--- src/rtl/dbg_bc_consts.svh ---
/*
 Offsets, reset values and field positions for the comparator B/C and trace readout block.
 Assumes inclusion by bare name from design files under rtl/.
*/
// How it works
// - Power-on or non-end-run reset clears comparator B, C and trace registers.
// - End-trace reset with debug enabled and no begin-trigger keeps registers unchanged.
// - Comparator B high byte matches address bits 15:8; ignored in full mode.
// - Comparator B low byte matches address bits 7:0 exactly.
// - Comparator C high byte matches address bits 15:8 exactly.
// - Comparator C low byte matches address bits 7:0 exactly.
// - Trace high byte register returns bits 15:8 of current trace word.
// - In event-only modes the trace high byte reads zero.
// - Trace low byte returns bits 7:0; each read advances the read pointer unless the trace buffer is empty.
// - Trace high and low byte registers are read-only; writes are ignored.
`ifndef DBG_BC_CONSTS_SVH
`define DBG_BC_CONSTS_SVH

`define IDX_CMP_B_HIGH 16'h3012
`define IDX_CMP_B_LOW 16'h3013
`define IDX_CMP_C_HIGH 16'h3014
`define IDX_CMP_C_LOW 16'h3015
`define IDX_TRACE_HIGH 16'h3016
`define IDX_TRACE_LOW 16'h3017
`define IDX_BITS 12
`define REG_RESET 8'h00
`define TRACE_DEPTH 8
`define TRACE_PTR_W 3
`define RESP_OKAY 2'h0
`define RESP_SLVERR 2'h2

`endif

--- src/rtl/dbg_bc_pkg.sv ---
/*
 Types shared by the comparator B/C and trace readout block.
 Assumes the constants header is compiled alongside.
*/
package dbg_bc_pkg;
   typedef logic [7:0] byte_t;
   typedef logic [15:0] word_t;
   typedef enum logic [1:0] {WR_IDLE, WR_RESP} wr_state_e;
   typedef enum logic [1:0] {RD_IDLE, RD_RESP} rd_state_e;
endpackage

--- src/rtl/addr_match.sv ---
/*
 One 16-bit address comparator built from a high and a low match byte.
 Assumes the match bytes and the address are synchronous to the caller's clock.
*/
`timescale 1ns/10ps
`default_nettype none
module addr_match
   import dbg_bc_pkg::*;
(
   // Match values
   input wire logic [7:0] match_high,
   input wire logic [7:0] match_low,
   input wire logic use_high,
   // Bus
   input wire logic [15:0] addr,
   // Result
   output logic hit
);
   // A bit set requires a one on the address, a cleared bit requires a zero; the high byte counts only while use_high is set.
   assign hit = ((addr[15:8] == match_high) | ~use_high) & (addr[7:0] == match_low);
endmodule // addr_match
`default_nettype wire

--- src/rtl/dbg_bc_trace.sv ---
/*
 Comparator B and C match registers and the trace word read port, behind an AXI4-Lite slave.
 Assumes trace words are pushed by an external fill path and that all inputs share core_clk.
 Register byte address is four times the register index.
*/
// Chosen here: the AXI4-Lite slave port.
`timescale 1ns/10ps
`default_nettype none
`include "dbg_bc_consts.svh"
module dbg_bc_trace
   import dbg_bc_pkg::*;
(
   // Clock and reset
   input wire logic core_clk,
   input wire logic nrst,
   // Reset cause
   input wire logic end_trace_reset,
   input wire logic debug_unit_enable,
   input wire logic begin_trigger_sel,
   // Mode
   input wire logic full_mode,
   input wire logic event_only_mode,
   // Processor address bus
   input wire logic [15:0] cpu_addr,
   // Trace fill path
   input wire logic trace_push,
   input wire logic [15:0] trace_word,
   // AXI4-Lite write
   input wire logic [15:0] s_axi_awaddr,
   input wire logic s_axi_awvalid,
   output logic s_axi_awready,
   input wire logic [31:0] s_axi_wdata,
   input wire logic [3:0] s_axi_wstrb,
   input wire logic s_axi_wvalid,
   output logic s_axi_wready,
   output logic [1:0] s_axi_bresp,
   output logic s_axi_bvalid,
   input wire logic s_axi_bready,
   // AXI4-Lite read
   input wire logic [15:0] s_axi_araddr,
   input wire logic s_axi_arvalid,
   output logic s_axi_arready,
   output logic [31:0] s_axi_rdata,
   output logic [1:0] s_axi_rresp,
   output logic s_axi_rvalid,
   input wire logic s_axi_rready,
   // Comparator results
   output logic match_b_hit,
   output logic match_c_hit
);

   ////////////////////////////////////////////////////////////////////////////////////////
   typedef struct packed {
      byte_t match_b_upper_bits;
      byte_t match_b_lower_bits;
      byte_t match_c_upper_bits;
      byte_t match_c_lower_bits;
      word_t [`TRACE_DEPTH-1:0] mem;
      logic [`TRACE_PTR_W-1:0] rd_ptr;
      logic [`TRACE_PTR_W-1:0] wr_ptr;
      logic [`TRACE_PTR_W:0] count;
      logic aw_got;
      logic w_got;
      logic [15:0] awaddr;
      logic [31:0] wdata;
      logic [3:0] wstrb;
      wr_state_e wst;
      rd_state_e rst;
      logic [1:0] bresp;
      logic [31:0] rdata;
      logic [1:0] rresp;
      logic hit_b;
      logic hit_c;
      logic awready;
      logic wready;
      logic arready;
      logic bvalid;
      logic rvalid;
   } state_s;

   state_s st_q;
   state_s st_d;
   logic hit_b_w;
   logic hit_c_w;

   ////////////////////////////////////////////////////////////////////////////////////////
   addr_match u_match_b
   (
      .match_high(st_q.match_b_upper_bits),
      .match_low(st_q.match_b_lower_bits),
      .use_high(~full_mode),
      .addr(cpu_addr),
      .hit(hit_b_w)
   );

   addr_match u_match_c
   (
      .match_high(st_q.match_c_upper_bits),
      .match_low(st_q.match_c_lower_bits),
      .use_high(1'b1),
      .addr(cpu_addr),
      .hit(hit_c_w)
   );

   ////////////////////////////////////////////////////////////////////////////////////////
   function automatic logic [`IDX_BITS-1:0] reg_index(input logic [15:0] a);
      reg_index = a[`IDX_BITS+1:2];
   endfunction

   always_comb
   begin
      logic [`IDX_BITS-1:0] widx;
      logic [`IDX_BITS-1:0] ridx;
      logic pop;
      logic push;
      word_t head;
      widx = '0;
      ridx = '0;
      pop = 1'b0;
      push = 1'b0;
      head = '0;
      st_d = st_q;
      st_d.hit_b = hit_b_w;
      st_d.hit_c = hit_c_w;
      head = st_q.mem[st_q.rd_ptr];

      // Write channel: address and data may arrive in either order.
      unique case (st_q.wst)
         WR_IDLE:
         begin
            if (s_axi_awvalid && !st_q.aw_got)
            begin
               st_d.aw_got = 1'b1;
               st_d.awaddr = s_axi_awaddr;
            end
            if (s_axi_wvalid && !st_q.w_got)
            begin
               st_d.w_got = 1'b1;
               st_d.wdata = s_axi_wdata;
               st_d.wstrb = s_axi_wstrb;
            end
            if (st_q.aw_got && st_q.w_got)
            begin
               widx = reg_index(st_q.awaddr);
               st_d.bresp = `RESP_OKAY;
               // Only whole-byte lane 0 writes change a register.
               if (st_q.wstrb[0])
               begin
                  unique case (widx)
                     `IDX_BITS'(`IDX_CMP_B_HIGH):
                     begin
                        st_d.match_b_upper_bits = st_q.wdata[7:0];
                     end
                     `IDX_BITS'(`IDX_CMP_B_LOW):
                     begin
                        st_d.match_b_lower_bits = st_q.wdata[7:0];
                     end
                     `IDX_BITS'(`IDX_CMP_C_HIGH):
                     begin
                        st_d.match_c_upper_bits = st_q.wdata[7:0];
                     end
                     `IDX_BITS'(`IDX_CMP_C_LOW):
                     begin
                        st_d.match_c_lower_bits = st_q.wdata[7:0];
                     end
                     `IDX_BITS'(`IDX_TRACE_HIGH), `IDX_BITS'(`IDX_TRACE_LOW):
                     begin
                        // The trace bytes are read-only, so a write is accepted and dropped.
                        st_d.bresp = `RESP_OKAY;
                     end
                     default:
                     begin
                        st_d.bresp = `RESP_SLVERR;
                     end
                  endcase
               end
               st_d.aw_got = 1'b0;
               st_d.w_got = 1'b0;
               st_d.wst = WR_RESP;
            end
         end
         WR_RESP:
         begin
            if (s_axi_bready)
               st_d.wst = WR_IDLE;
         end
         default:
         begin
            st_d.wst = WR_IDLE;
         end
      endcase

      // Read channel.
      unique case (st_q.rst)
         RD_IDLE:
         begin
            if (s_axi_arvalid)
            begin
               ridx = reg_index(s_axi_araddr);
               st_d.rdata = '0;
               st_d.rresp = `RESP_OKAY;
               unique case (ridx)
                  `IDX_BITS'(`IDX_CMP_B_HIGH):
                  begin
                     st_d.rdata[7:0] = st_q.match_b_upper_bits;
                  end
                  `IDX_BITS'(`IDX_CMP_B_LOW):
                  begin
                     st_d.rdata[7:0] = st_q.match_b_lower_bits;
                  end
                  `IDX_BITS'(`IDX_CMP_C_HIGH):
                  begin
                     st_d.rdata[7:0] = st_q.match_c_upper_bits;
                  end
                  `IDX_BITS'(`IDX_CMP_C_LOW):
                  begin
                     st_d.rdata[7:0] = st_q.match_c_lower_bits;
                  end
                  `IDX_BITS'(`IDX_TRACE_HIGH):
                  begin
                     st_d.rdata[7:0] = event_only_mode ? `REG_RESET : head[15:8];
                  end
                  `IDX_BITS'(`IDX_TRACE_LOW):
                  begin
                     st_d.rdata[7:0] = head[7:0];
                     // Reading the low byte moves on, so the high byte must be read first.
                     pop = (st_q.count != '0);
                  end
                  default:
                  begin
                     st_d.rresp = `RESP_SLVERR;
                  end
               endcase
               st_d.rst = RD_RESP;
            end
         end
         RD_RESP:
         begin
            if (s_axi_rready)
               st_d.rst = RD_IDLE;
         end
         default:
         begin
            st_d.rst = RD_IDLE;
         end
      endcase

      // A full buffer drops new words rather than overwrite unread ones.
      push = trace_push && (st_q.count != (`TRACE_PTR_W+1)'(`TRACE_DEPTH));
      if (push)
      begin
         st_d.mem[st_q.wr_ptr] = trace_word;
         st_d.wr_ptr = st_q.wr_ptr + 1'b1;
      end
      if (pop)
      begin
         st_d.mem[st_q.rd_ptr] = push && (st_q.wr_ptr == st_q.rd_ptr) ? trace_word : '0;
         st_d.rd_ptr = st_q.rd_ptr + 1'b1;
      end
      st_d.count = st_q.count + (`TRACE_PTR_W+1)'(push) - (`TRACE_PTR_W+1)'(pop);

      // Handshake outputs are flip-flops, so they are worked out from the next state.
      st_d.awready = (st_d.wst == WR_IDLE) && !st_d.aw_got;
      st_d.wready = (st_d.wst == WR_IDLE) && !st_d.w_got;
      st_d.arready = (st_d.rst == RD_IDLE);
      st_d.bvalid = (st_d.wst == WR_RESP);
      st_d.rvalid = (st_d.rst == RD_RESP);
   end

   ////////////////////////////////////////////////////////////////////////////////////////
   always_ff @(posedge core_clk)
   begin
      if (!nrst)
      begin
         if (end_trace_reset && debug_unit_enable && !begin_trigger_sel)
         begin
            // Debug state survives so trace taken up to reset can be read out.
            st_q <= st_q;
            st_q.aw_got <= 1'b0;
            st_q.w_got <= 1'b0;
            st_q.wst <= WR_IDLE;
            st_q.rst <= RD_IDLE;
            st_q.bvalid <= 1'b0;
            st_q.rvalid <= 1'b0;
         end
         else
         begin
            st_q <= '0;
         end
         // Either way the bus leaves reset idle and ready for the first request.
         st_q.awready <= 1'b1;
         st_q.wready <= 1'b1;
         st_q.arready <= 1'b1;
      end
      else
      begin
         st_q <= st_d;
      end
   end

   assign s_axi_awready = st_q.awready;
   assign s_axi_wready = st_q.wready;
   assign s_axi_bvalid = st_q.bvalid;
   assign s_axi_bresp = st_q.bresp;
   assign s_axi_arready = st_q.arready;
   assign s_axi_rvalid = st_q.rvalid;
   assign s_axi_rdata = st_q.rdata;
   assign s_axi_rresp = st_q.rresp;
   assign match_b_hit = st_q.hit_b;
   assign match_c_hit = st_q.hit_c;
endmodule // dbg_bc_trace
`default_nettype wire

--- config.mk ---
export PLATFORM = sky130hd
export DESIGN_NAME = dbg_bc_trace
export DESIGN_NICKNAME = d
export VERILOG_FILES = /design/src/rtl/dbg_bc_pkg.sv /design/src/rtl/addr_match.sv /design/src/rtl/dbg_bc_trace.sv
export VERILOG_INCLUDE_DIRS = /design/src /design/src/rtl
export SDC_FILE = /design/constraint.sdc
export NUM_CORES = 1
export LEC_CHECK = 0
export BUFFER_PORTS_ARGS = -buffer_cell sky130_fd_sc_hd__buf_4
export CAP_MARGIN = 5
export CORE_UTILIZATION = 50
export CTS_CLUSTER_DIAMETER = 50
export CTS_CLUSTER_SIZE = 16
export DETAILED_ROUTE_END_ITERATION = 7
export GPL_TIMING_DRIVEN = 0
export PLACE_DENSITY_LB_ADDON = 0.15
export SLEW_MARGIN = 20
export SYNTH_ARGS = -nofsm -noshare
export SYNTH_HDL_FRONTEND = slang
export SYNTH_SLANG_ARGS = --single-unit
--- constraint.sdc ---
create_clock -name core_clk -period 4.6 [get_ports core_clk]
set_input_delay 0.69 -clock core_clk [delete_from_list [all_inputs] [get_ports core_clk]]
set_output_delay 0.69 -clock core_clk [all_outputs]
set_load 0.01 [all_outputs]
Yosys cells after proc, flatten, opt, wreduce, memory -nomap -nowiden:

Cells that the tools add are included.

* bits of input ports: 113
* register bits after elaboration: 242
* word-level logic and storage cells: 157
* output and inout bits: 43

* multiplexer cells: 45
* $lt $le $gt $ge: 4
* add/subtract/negate cells: 4
* eq/ne operators: 36
* reductions and logical operators: 33
* bitwise gates (word level): 3

Operators by type and width (number)
* 271-bit two-way mux: 2
* 128-bit bitwise mux: 2
* 12-bit by 5-bit == test with 1-bit output (second input constant): 12
* 131-bit two-way mux: 1
* 128-bit two-way mux: 1
* 16-bit demux with 3-bit select: 2
* 32-bit two-way mux: 3
* 16-bit two-way mux: 5
* 34-bit two-way mux: 2
* 54-bit two-way mux: 1
* 16-bit binary-select mux with 3-bit select: 1
* 8-bit one-hot mux with 6 select lines: 1
* 8-bit two-way mux: 5
* 36-bit two-way mux: 1
* 8-bit == test: 4
* 2-bit by 1-bit != test with 1-bit output (second input constant): 13
* 2-bit two-way mux: 10
* 5-bit AND reduction: 4
* 3-bit AND reduction: 4
* 6-bit OR reduction: 2
* 1-bit logical AND: 11
* 2-bit by 1-bit == test with 1-bit output (second input constant): 4
* 2-bit logical NOT: 4
* 3-bit by 4-bit < comparator with 1-bit output (second input constant): 2
* 15 further kinds: 28

Depth between registers and ports, before layout:

Gate-level depths: netlist (run 1).

* word-level depth: 9
* depth in mapped cells: 12
* gate-level depth less buffers: 11

By module:

A second synthesis (run 1) with hierarchy kept.

* cell total of the unflattened synthesis: 883
* area, all modules: 10986.8 um^2

Modules (own cells, without submodules)
* dbg_bc_trace: area each 10633.9 um^2, cells each 839, sequential area each 6316.1 um^2, times used 1
* addr_match: area each 176.4 um^2, cells each 22, sequential area each 0.0 um^2, times used 2

Worst setup path after synthesis (run 1):

OpenSTA, ideal clock, no wires.

* path kind: input port to flip-flop
* start: input nrst
* end: register st_q (netlist bit match_b_hit) (enable)
* path buffers: 2
* setup time: 0.487 ns
* data required time: 4.113 ns
* slack: 0.270 ns
* data arrival time: 3.844 ns
* stages on the path: 4
* cells stage by stage: clkbuf_1 clkbuf_1 nor2_1 inv_1

* longest elaborated chain between the ends: 1

Ends and longest elaborated chain
* start, declared: RTL line dbg_bc_trace.sv:15 `input wire logic nrst,`
* 2-bit != test (no line)
* end signal, assigned: RTL line dbg_bc_trace.sv:278 `st_q <= st_q;`
* end signal, assigned: RTL line dbg_bc_trace.sv:297 `st_q <= st_d;`
* end, declared: RTL line dbg_bc_trace.sv:81 `state_s st_q;`

No other way between the ends.
A chain may end at the register's enable or synchronous reset.

Final worst setup path (run 1):

* start: input s_axi_araddr[11]
* end: register st_q[103] in the netlist's numbering, data pin

* longest elaborated chain between the ends: 6

Ends and longest elaborated chain
* start, declared: RTL line dbg_bc_trace.sv:40 `input wire logic [15:0] s_axi_araddr,`
* 12-bit by 5-bit == test with 1-bit output: RTL line dbg_bc_trace.sv:202 `unique case (ridx)`
* 1-bit two-way mux: RTL line dbg_bc_trace.sv:202
* 1-bit two-way mux: RTL line dbg_bc_trace.sv:197 `if (s_axi_arvalid)`
* 1-bit two-way mux: RTL line dbg_bc_trace.sv:194 `unique case (st_q.rst)`
* 4-bit by 1-bit subtractor with 4-bit output: RTL line dbg_bc_trace.sv:260 `` st_d.count = st_q.count + (`TRACE_PTR_W+1)'(push) - (`TRACE_PTR_W+1)'(pop); ``
* 271-bit two-way mux: RTL line dbg_bc_trace.sv:273 `if (!nrst)`

No other way between the ends.

==> results.sh, run 1 <==
export IMPL_max_cap_violations=0
export IMPL_async_flop_share_pct=0
export IMPL_port_buffers=91
export IMPL_cts_max_path_buffers=3
export IMPL_first_pass_iters=5
export IMPL_r2r_start="st_q[44]"
export IMPL_gp_congestion=0.860
export IMPL_pin_count=156
export IMPL_slew_limit_headroom_pct=31.5
export IMPL_end_kind="flop"
export IMPL_required_ns=4.88
export IMPL_yosysTopAreaCell="edfxtp_1"
export IMPL_worst_slack_ns=1.52
export IMPL_min_to="st_q[99]"
export IMPL_die_h_um=150
export IMPL_drt_total_wl_mm=29.4
export IMPL_power_uw=5220
export IMPL_ys_flop_type="edfxtp_1"
export IMPL_holdBufCountCts=0
export IMPL_power_leakage_uw=0.00509
export IMPL_clkTransAtPathRegs_ns=0.06
export IMPL_startpoint_type="primary input"
export IMPL_synth_area_top_cells="edfxtp_1 56%, o22ai_1 8.2%, mux4_2 6.6%"
export IMPL_fp_row_count=53
export IMPL_seq_area_frac_synth_pct=57.5
export IMPL_hold_class="in -> reg"
export IMPL_dp_hpwl_mm=20.1
export IMPL_synth_edf_count=203
export IMPL_grt_max_degree=69
export IMPL_drv_slew=0
export IMPL_outcome="completed"
export IMPL_dpl_cell_area_um2=12100
export IMPL_synth_avg_cell_area_um2=12.5
export IMPL_path_cells="buf_4 > or4_4 > a2111oi_0 > and3_1 > ha_1 > inv_1 > ha_1 > fa_1 > xor2_1 > and2_1"
export IMPL_hold_violations=0
export IMPL_layout_nets=1146
export IMPL_cpMostUsedCell="ha_1"
export IMPL_drive_above_1_share_pct=23.5
export IMPL_die_w_um=150
export IMPL_holdPathStages=3
export IMPL_ant_nets=0
export IMPL_period_share_pct=67.0
export IMPL_period_minus_slack_ns=3.08
export IMPL_drc=0
export IMPL_p_per_area_nw_per_um2=402
export IMPL_place_worst_setup_slack_ns=1.05
export IMPL_tightest_slew_ns=1.03
export IMPL_num_vias=7963
export IMPL_postCtsSetupBuffers=0
export IMPL_cts_buffers=25
export IMPL_grt_pass1_vias=7446
export IMPL_routed_via_density=6.04
export IMPL_routedWlPerCell_um=22.3
export IMPL_synth_seq_cells=214
export IMPL_grt_overflow=0
export IMPL_finalSetupViolCount=0
export IMPL_core_area_um2=21300
export IMPL_clock_skew_ns=0.0172
export IMPL_critPathBufInv=2
export IMPL_worstSetupPathType="in -> reg"
export IMPL_synthDistinctLibCells=51
export IMPL_clkSinkCount=214
export IMPL_cts_tree="built"
export IMPL_drtIter0Drc=680
export IMPL_arrival_ns=3.36
export IMPL_synth_warnings=0
export IMPL_rsz0062_at_grt="no"
export IMPL_area_delta_synth_final_pct=18.4
export IMPL_ir_drop_mv=0.385
export IMPL_min_delay_start="s_axi_wvalid"
export IMPL_yosysTopAreaCellShare_pct=55.5
export IMPL_initial_core_util_pct=51.6
export IMPL_reg2reg_slack_ns=1.65
export IMPL_path_max_fanout=4
export IMPL_grt_usage_pct=26.4
export IMPL_cts_htree_levels=1
export IMPL_die_area_um2=22600
export IMPL_fmax_mhz=324
export IMPL_antenna_cells=0
export IMPL_rr_worst_depth=9
export IMPL_fin_area_um2=13000
export IMPL_critPathTopFamily="simple AND/OR/NAND/NOR gates"
export IMPL_netlist_area_um2=11000
export IMPL_clockRootBuffer="clkbuf_16"
export IMPL_r2r_end="st_q[103]"
export IMPL_cts_resized_gates=0
export IMPL_syn_inst=878
export IMPL_antenna_found_initial=0
export IMPL_clk_latency_ns=0.53
export IMPL_slowest_stage="a2111oi_0"
export IMPL_grt_pass1_wl_mm=43.9
export IMPL_cp_slowest_stage_delay_ns=0.58
[flip-flops by register name (all words and copies together) (netlist names)]
register,flops
s_axi_bvalid,1
s_axi_bresp,1
match_c_hit,1
s_axi_wready,1
s_axi_rresp,1
st_q,197
s_axi_awready,1
s_axi_arready,1
s_axi_rdata,8
s_axi_rvalid,1
match_b_hit,1
[cells in the final DEF (no fill, tap or decap), types with 6 or more instances in the layout]
cell type	synthesis	routed
a21oi_1	19	17
and2_1	16	16
and3_1	24	24
buf_2	9	9
buf_4	38	129
clkbuf_1	39	42
clkbuf_16	0	25
conb_1	1	28
dfxtp_1	11	11
edfxtp_1	203	203
ha_1	8	8
inv_1	12	11
mux2_2	8	8
mux2i_1	23	23
mux4_2	32	32
nand2_1	156	156
nand4_1	10	10
nor2_1	16	16
nor2b_1	6	6
nor4_1	6	6
o22ai_1	144	144
o41ai_4	6	6
xnor2_1	17	17
xor2_1	19	19
[report_power, final]
group	switching, µW	total (µW)	internal, µW
Sequential	92.8	2430	2340
Combinational	439	757	318
Clock	835	2030	1200
[synth_stat cells, types with 2 or more instances]
| cell | count |
|---|---|
| edfxtp_1 | 203 |
| nand2_1 | 156 |
| o22ai_1 | 144 |
| clkbuf_1 | 39 |
| buf_4 | 38 |
| mux4_2 | 32 |
| and3_1 | 24 |
| mux2i_1 | 23 |
| a21oi_1 | 19 |
| xor2_1 | 19 |
| xnor2_1 | 17 |
| and2_1 | 16 |
| nor2_1 | 16 |
| inv_1 | 12 |
| dfxtp_1 | 11 |
| nand4_1 | 10 |
| buf_2 | 9 |
| ha_1 | 8 |
| mux2_2 | 8 |
| nor2b_1 | 6 |
| nor4_1 | 6 |
| o41ai_4 | 6 |
| buf_1 | 5 |
| buf_6 | 5 |
| nand2b_1 | 5 |
| nand3b_1 | 5 |
| nand4b_1 | 4 |
| nand3_1 | 3 |
| nor3b_1 | 3 |
| nand4bb_1 | 2 |
| o21a_1 | 2 |
| o31ai_4 | 2 |
| or4b_2 | 2 |
[metrics by stage]
step / util, % / hold WS (ns) / setup TNS [ns] / cells
global route: 61.1 / 0.467 / 0 / 1318
detailed placement: 57.0 / 0.458 / 0 / 1272
global placement: 56.9 / 0.444 / -191.68 / 1271
CTS: 61.0 / 0.454 / 0 / 1318
floorplan: - / 0.415 / 0 / 905
finish: 61.1 / 0.466 / 0 / 1318
[worst register-to-register path, cell delays in order (launching register included)]
cell	delay [ns]
dfxtp_1	0.33
or3b_1	0.46
a2111oi_0	0.50
and3_1	0.30
ha_1	0.15
inv_1	0.04
ha_1	0.20
fa_1	0.42
xor2_1	0.17
and2_1	0.14
[worst max-delay path by stage]
stage / from / end / slack (ns) / cells after the start
finish: s_axi_araddr[11] / st_q[103] / 1.52 / 10
global placement: nrst / st_q[130] / -1.44 / 4
detailed placement: s_axi_araddr[11] / st_q[103] / 1.05 / 10
global route: s_axi_araddr[2] / st_q[103] / 1.34 / 10
CTS: s_axi_araddr[11] / st_q[103] / 1.58 / 10
floorplan: nrst / match_b_hit / 0.27 / 4
[final cells by class]
class,count,area (µm²)
timing repair buffer,92,711
inverter,12,52.6
clock buffer,29,651
sequential,214,6320
buffer,96,552
tap,275,344
clock inverter,17,196
multi-input combinational,583,4170
fill,1728,8290
[kinds of logic after synthesis]
family	share of synthesized area [%]
compound gates	11.7
other cells	0.0342
fa+ha+maj	1.09
simple gates	11.9
xor+xnor	2.87
buf+inv	5.44
flops	57.5
mux	9.48
[per-layer routing]
| metal | GRT usage, % | part of all wire [%] |
|---|---|---|
| met1 | 38.6 | 43 |
| met2 | 40.8 | 46 |
| met3 | 4.45 | 8.5 |
| met4 | 7.17 | 2.4 |
| met5 | 0 | 0 |
Note: power is estimated with default switching activity, not from simulation.
==> inputs of run 2 (changes only) <==
ABC_AREA = 1   (was not set)
clock period = 3.14 ns   (was 4.6 ns; I/O delays follow)
==> results.sh, run 2 <==
export IMPL_cts_max_path_buffers=3
export IMPL_end_kind="flop"
export IMPL_clock_skew_ns=0.0141
export IMPL_seq_area_frac_synth_pct=41.9
export IMPL_r2r_start="st_q[103]"
export IMPL_top_register="st_q"
export IMPL_synth_most_common_cell="nand2_1"
export IMPL_synthDistinctLibCells=43
export IMPL_path_max_fanout=10
export IMPL_worstSetupPathType="reg -> reg"
export IMPL_cts_htree_levels=1
export IMPL_min_delay_start="s_axi_wvalid"
export IMPL_synth_avg_cell_area_um2=6.93
export IMPL_drt_total_wl_mm=49.4
export IMPL_drc=0
export IMPL_final_cells=2746
export IMPL_ys_flop_type="edfxtp_1"
export IMPL_grt_usage_pct=32.4
export IMPL_finalSetupViolCount=0
export IMPL_die_area_um2=30800
export IMPL_drive_above_1_share_pct=12.4
export IMPL_slew_limit_headroom_pct=21.6
export IMPL_rr_worst_depth=12
export IMPL_hold_class="in -> reg"
export IMPL_cts_resized_gates=0
export IMPL_clkSinkCount=214
export IMPL_max_cap_violations=0
export IMPL_layout_nets=2453
export IMPL_antenna_cells=0
export IMPL_async_flop_share_pct=0
export IMPL_cp_slowest_stage_delay_ns=0.41
export IMPL_antenna_found_initial=0
export IMPL_grt_max_degree=34
export IMPL_arrival_ns=3.31
export IMPL_yosysTopAreaCellShare_pct=40.5
export IMPL_synth_area_top_cells="edfxtp_1 40%, nand2_1 18%, nor2_1 9.1%"
export IMPL_postCtsSetupBuffers=0
export IMPL_clockRootBuffer="clkbuf_16"
export IMPL_area_delta_synth_final_pct=16.9
export IMPL_p_per_area_nw_per_um2=557
export IMPL_final_cell_mix="722 x nand2_1, 366 x nor2_1, 203 x edfxtp_1, 200 x inv_1, 168 x o21ai_0"
export IMPL_ant_nets=0
export IMPL_synth_warnings=0
export IMPL_clk_latency_ns=0.58
export IMPL_grt_pass1_wl_mm=75.9
export IMPL_routed_via_density=5.37
export IMPL_outcome="completed"
export IMPL_netlist_area_um2=15100
export IMPL_grt_pass1_vias=13800
export IMPL_tightest_slew_ns=1.17
export IMPL_dp_hpwl_mm=35.9
export IMPL_cpMostUsedCell="ha_1"
export IMPL_synth_seq_cells=214
export IMPL_period_minus_slack_ns=2.99
export IMPL_synth_common_cells="722 x nand2_1, 367 x nor2_1, 203 x edfxtp_1, 203 x inv_1, 169 x o21ai_0"
export IMPL_port_buffers=93
export IMPL_r2r_end="st_q[103]"
export IMPL_rsz0062_at_grt="no"
export IMPL_syn_inst=2173
export IMPL_hold_violations=0
export IMPL_ir_drop_mv=0.505
export IMPL_first_pass_iters=6
export IMPL_die_h_um=176
export IMPL_routedWlPerCell_um=18.0
export IMPL_fp_row_count=63
export IMPL_core_area_um2=29600
export IMPL_synth_edf_count=203
export IMPL_yosysTopAreaCell="edfxtp_1"
export IMPL_final_util_pct=59.4
export IMPL_clkTransAtPathRegs_ns=0.06
export IMPL_pin_count=156
export IMPL_min_to="st_q[99]"
export IMPL_power_leakage_uw=0.00907
export IMPL_required_ns=3.46
export IMPL_num_vias=14700
export IMPL_path_cells="inv_1 > ha_1 > nand2_1 > nand2_2 > buf_2 > buf_2 > ha_1 > inv_1 > ha_1 > fa_1 > o21ai_0 > a21oi_1"
export IMPL_startpoint_type="flop"
export IMPL_holdBufCountCts=0
export IMPL_slowest_stage="fa_1"
export IMPL_final_common_cell="nand2_1"
export IMPL_gp_congestion=1.02
export IMPL_period_share_pct=95.3
export IMPL_fmax_mhz=334
export IMPL_die_w_um=176
export IMPL_reg2reg_slack_ns=0.15
export IMPL_holdPathStages=3
export IMPL_holdWs_ns=0.180
export IMPL_initial_core_util_pct=50.8
export IMPL_largest_reg_flops=197
export IMPL_drv_slew=0
export IMPL_dpl_cell_count=2688
export IMPL_grt_overflow=0
export IMPL_cts_buffers=31
export IMPL_drtIter0Drc=1657
export IMPL_cts_tree="built"
run 2: changes by cell type in the layout (fill, tap and decap cells not counted), moves of 16 or more:
| cell | change |
|---|---|
| nand3_1 | +100 |
| inv_1 | +189 |
| nor3_1 | +70 |
| nor2b_1 | +42 |
| clkbuf_1 | +23 |
| mux4_2 | -32 |
| nand2_1 | +566 |
| buf_2 | +33 |
| nor2_1 | +350 |
| mux2i_1 | -23 |
| o21ai_0 | +168 |
| and3_1 | -24 |
| and2_1 | -16 |
| o22ai_1 | -142 |
run 2: cell type report:
class,instances,area (µm²)
Multi-Input combinational cell,1610,7220
Sequential cell,214,6320
Clock inverter,26,319
Timing Repair Buffer,98,786
Fill cell,2841,12000
Buffer,159,868
Inverter,217,831
Tap cell,390,488
Clock buffer,32,779
run 2: kinds of logic after synthesis:
| group | after synthesis | synth area share, % |
|---|---|---|
| buf+inv | 376 | 11.1 |
| other cells | 1 | 0.0249 |
| fa+ha+maj | 9 | 0.798 |
| compound gates | 198 | 6.73 |
| xor+xnor | 21 | 1.27 |
| flops | 214 | 41.9 |
| simple gates | 1354 | 38.2 |
run 2: worst max path at each step:
stage                     depth (start not counted)         startpoint  slack, ns     endpoint
after floorplan                                   5  debug_unit_enable      -0.08  match_b_hit
after global placement                            6  debug_unit_enable      -1.41    st_q[177]
after detailed placement                         12          st_q[103]       0.16    st_q[102]
after CTS                                        12          st_q[103]       0.16    st_q[103]
after global routing                             12          st_q[103]      0.003    st_q[103]
final                                            12          st_q[103]       0.15    st_q[103]
run 2: through the flow:
step | setup TNS, ns | cell area, µm² | setup WS (ns) | total power (µW)
after floorplan | -10.73 | 15200 | -0.0801 | 5370
after global placement | -187.98 | 16400 | -1.41 | 6020
after detailed placement | 0 | 16500 | 0.161 | 6090
after CTS | 0 | 17600 | 0.156 | 9760
after global routing | 0 | 17600 | 0.00342 | 10300
final | 0 | 17600 | 0.148 | 9800
run 2: metal layers:
| metal | GRT usage (%) | routed length [µm] |
|---|---|---|
| met2 | 49.4 | 21300 |
| met4 | 14.0 | 2240 |
| met5 | 0 | 0 |
| met1 | 44.8 | 20400 |
| met3 | 6.26 | 5520 |
run 2: critical path: cells and delay by family (launching register included):
family	cells	cell delay, ns
DFF	1	0.36
AOI/OAI and AO/OA	2	0.25
and+or+nand+nor	2	0.35
buffers and inverters	4	0.82
adders and majority gates	4	0.96
run 2: power breakdown:
group / total (µW) / switching, µW / internal, µW
clock network: 3700 / 1500 / 2200
logic: 2420 / 1620 / 799
registers: 3680 / 155 / 3520
total: 9800 / 3280 / 6520
==> inputs of run 3 (changes only) <==
CTS_BUF_LIST = sky130_fd_sc_hd__clkbuf_8   (was not set)
==> results.sh, run 3 (synthesized netlist as in run 2, its figures left out) <==
export IMPL_final_common_cell="nand2_1"
export IMPL_switching_share_pct=35.8
export IMPL_grt_pass1_wl_mm=75.7
export IMPL_fp_row_count=63
export IMPL_seq_power_share_pct=41.6
export IMPL_clkTransAtPathRegs_ns=0.09
export IMPL_area_delta_synth_final_pct=14.5
export IMPL_antenna_found_initial=0
export IMPL_holdBufCountCts=0
export IMPL_postCtsSetupBuffers=0
export IMPL_min_delay_start="s_axi_wvalid"
export IMPL_grt_max_degree=34
export IMPL_max_cap_violations=0
export IMPL_hold_violations=0
export IMPL_finalSetupViolCount=0
export IMPL_drv_slew=0
export IMPL_multi_input_area_um2=7220
export IMPL_antenna_cells=0
export IMPL_path_max_fanout=10
export IMPL_ant_nets=0
export IMPL_initial_core_util_pct=50.8
export IMPL_period_minus_slack_ns=2.99
export IMPL_layout_nets=2453
export IMPL_reg2reg_slack_ns=0.15
export IMPL_regArea_um2=6320
export IMPL_worst_slack_ns=0.151
export IMPL_top_register="st_q"
export IMPL_gp_congestion=1.02
export IMPL_slew_limit_headroom_pct=20.3
export IMPL_clockPowerShare_pct=30.9
export IMPL_clk_latency_ns=0.62
export IMPL_cts_buffers=31
export IMPL_die_h_um=176
export IMPL_ir_drop_mv=0.325
export IMPL_core_area_um2=29600
export IMPL_tightest_slew_ns=1.19
export IMPL_drc=0
export IMPL_drt_total_wl_mm=49.4
export IMPL_p_per_area_nw_per_um2=511
export IMPL_required_ns=3.51
export IMPL_startpoint_type="flop"
export IMPL_period_share_pct=95.2
export IMPL_outcome="completed"
export IMPL_first_pass_iters=6
export IMPL_port_buffers=93
export IMPL_switching_power_uw=3150
export IMPL_cts_max_path_buffers=3
export IMPL_cts_tree="built"
export IMPL_end_kind="flop"
export IMPL_r2r_start="st_q[103]"
export IMPL_combPwrFrac_pct=27.4
export IMPL_power_leakage_uw=0.00891
export IMPL_drive_above_1_share_pct=12.4
export IMPL_die_w_um=176
export IMPL_pin_count=156
export IMPL_r2r_end="st_q[103]"
export IMPL_largest_reg_flops=197
export IMPL_final_cells=2746
export IMPL_nFillCells=2900
export IMPL_hold_class="in -> reg"
export IMPL_place_worst_setup_slack_ns=0.161
export IMPL_fmax_mhz=335
export IMPL_grt_usage_pct=32.3
export IMPL_cts_resized_gates=0
export IMPL_holdPathStages=3
export IMPL_clockRootBuffer="clkbuf_8"
export IMPL_rr_worst_depth=12
export IMPL_clock_skew_ns=0.0228
export IMPL_grt_overflow=0
export IMPL_routedWlPerCell_um=18.0
export IMPL_holdWs_ns=0.137
export IMPL_rsz0062_at_grt="no"
export IMPL_p_int_uw=5670
export IMPL_dp_hpwl_mm=35.9
export IMPL_routed_via_density=5.37
export IMPL_dpl_cell_count=2688
export IMPL_worstSetupPathType="reg -> reg"
export IMPL_cts_htree_levels=1
export IMPL_min_to="st_q[99]"
export IMPL_num_vias=14800
export IMPL_arrival_ns=3.36
export IMPL_grt_pass1_vias=13700
export IMPL_die_area_um2=30800
export IMPL_clkSinkCount=214
export IMPL_drtIter0Drc=1759
export IMPL_final_cell_mix="722 x nand2_1, 366 x nor2_1, 203 x edfxtp_1, 201 x inv_1, 168 x o21ai_0"
-- run 3: through the flow --
step	util, %	total power, µW	TNS, ns	cell area, µm²
3_5_place_dp	55.7	6090	0	16500
6_report	58.2	8820	0	17300
2_1_floorplan	-	5370	-10.73	15200
3_3_place_gp	55.3	6020	-187.98	16400
4_1_cts	58.2	8780	0	17200
5_1_grt	58.2	9270	0	17300
-- run 3: final cells by class --
type / count / share of cell area, %
Tap cell: 390 / 2.83
Sequential cell: 214 / 36.6
Clock inverter: 27 / 1.86
Inverter: 217 / 4.82
Timing Repair Buffer: 98 / 4.55
Multi-Input combinational cell: 1610 / 41.8
Buffer: 159 / 5.03
Clock buffer: 31 / 2.47
-- run 3: worst max-delay path, cell delays in order, from the launching register on --
cell and delay (ns):
edfxtp_1 0.37, inv_1 0.11, ha_1 0.17, nand2_1 0.07, nand2_2 0.28, buf_2 0.35
buf_2 0.31, ha_1 0.16, inv_1 0.04, ha_1 0.22, fa_1 0.41, o21ai_0 0.19
a21oi_1 0.06
-- run 3: worst max path at each step --
stage | from | end | slack [ns] | cells after the start
5_1_grt | st_q[103] | st_q[103] | 0.01 | 12
6_report | st_q[103] | st_q[103] | 0.15 | 12
3_5_place_dp | st_q[103] | st_q[102] | 0.16 | 12
4_1_cts | st_q[103] | st_q[103] | 0.15 | 12
2_1_floorplan | debug_unit_enable | match_b_hit | -0.08 | 5
3_3_place_gp | debug_unit_enable | st_q[177] | -1.41 | 6
-- run 3: power by group through the flow --
stage | Combinational, µW | Clock [µW] | Sequential, µW
after floorplan | 1690 | 0 | 3680
after global placement | 2290 | 0 | 3730
after detailed placement | 2360 | 0 | 3730
after CTS | 2370 | 2740 | 3670
after global routing | 2720 | 2840 | 3710
final | 2420 | 2730 | 3670
-- run 3: per-layer routing --
layer,wire length [µm],global-route usage [%],vias up
met5,0,0,-
met4,2170,12.9,0
met3,5470,5.87,140
met2,21400,49.7,818
met1,20300,44.8,6680
li1,-,-,7117
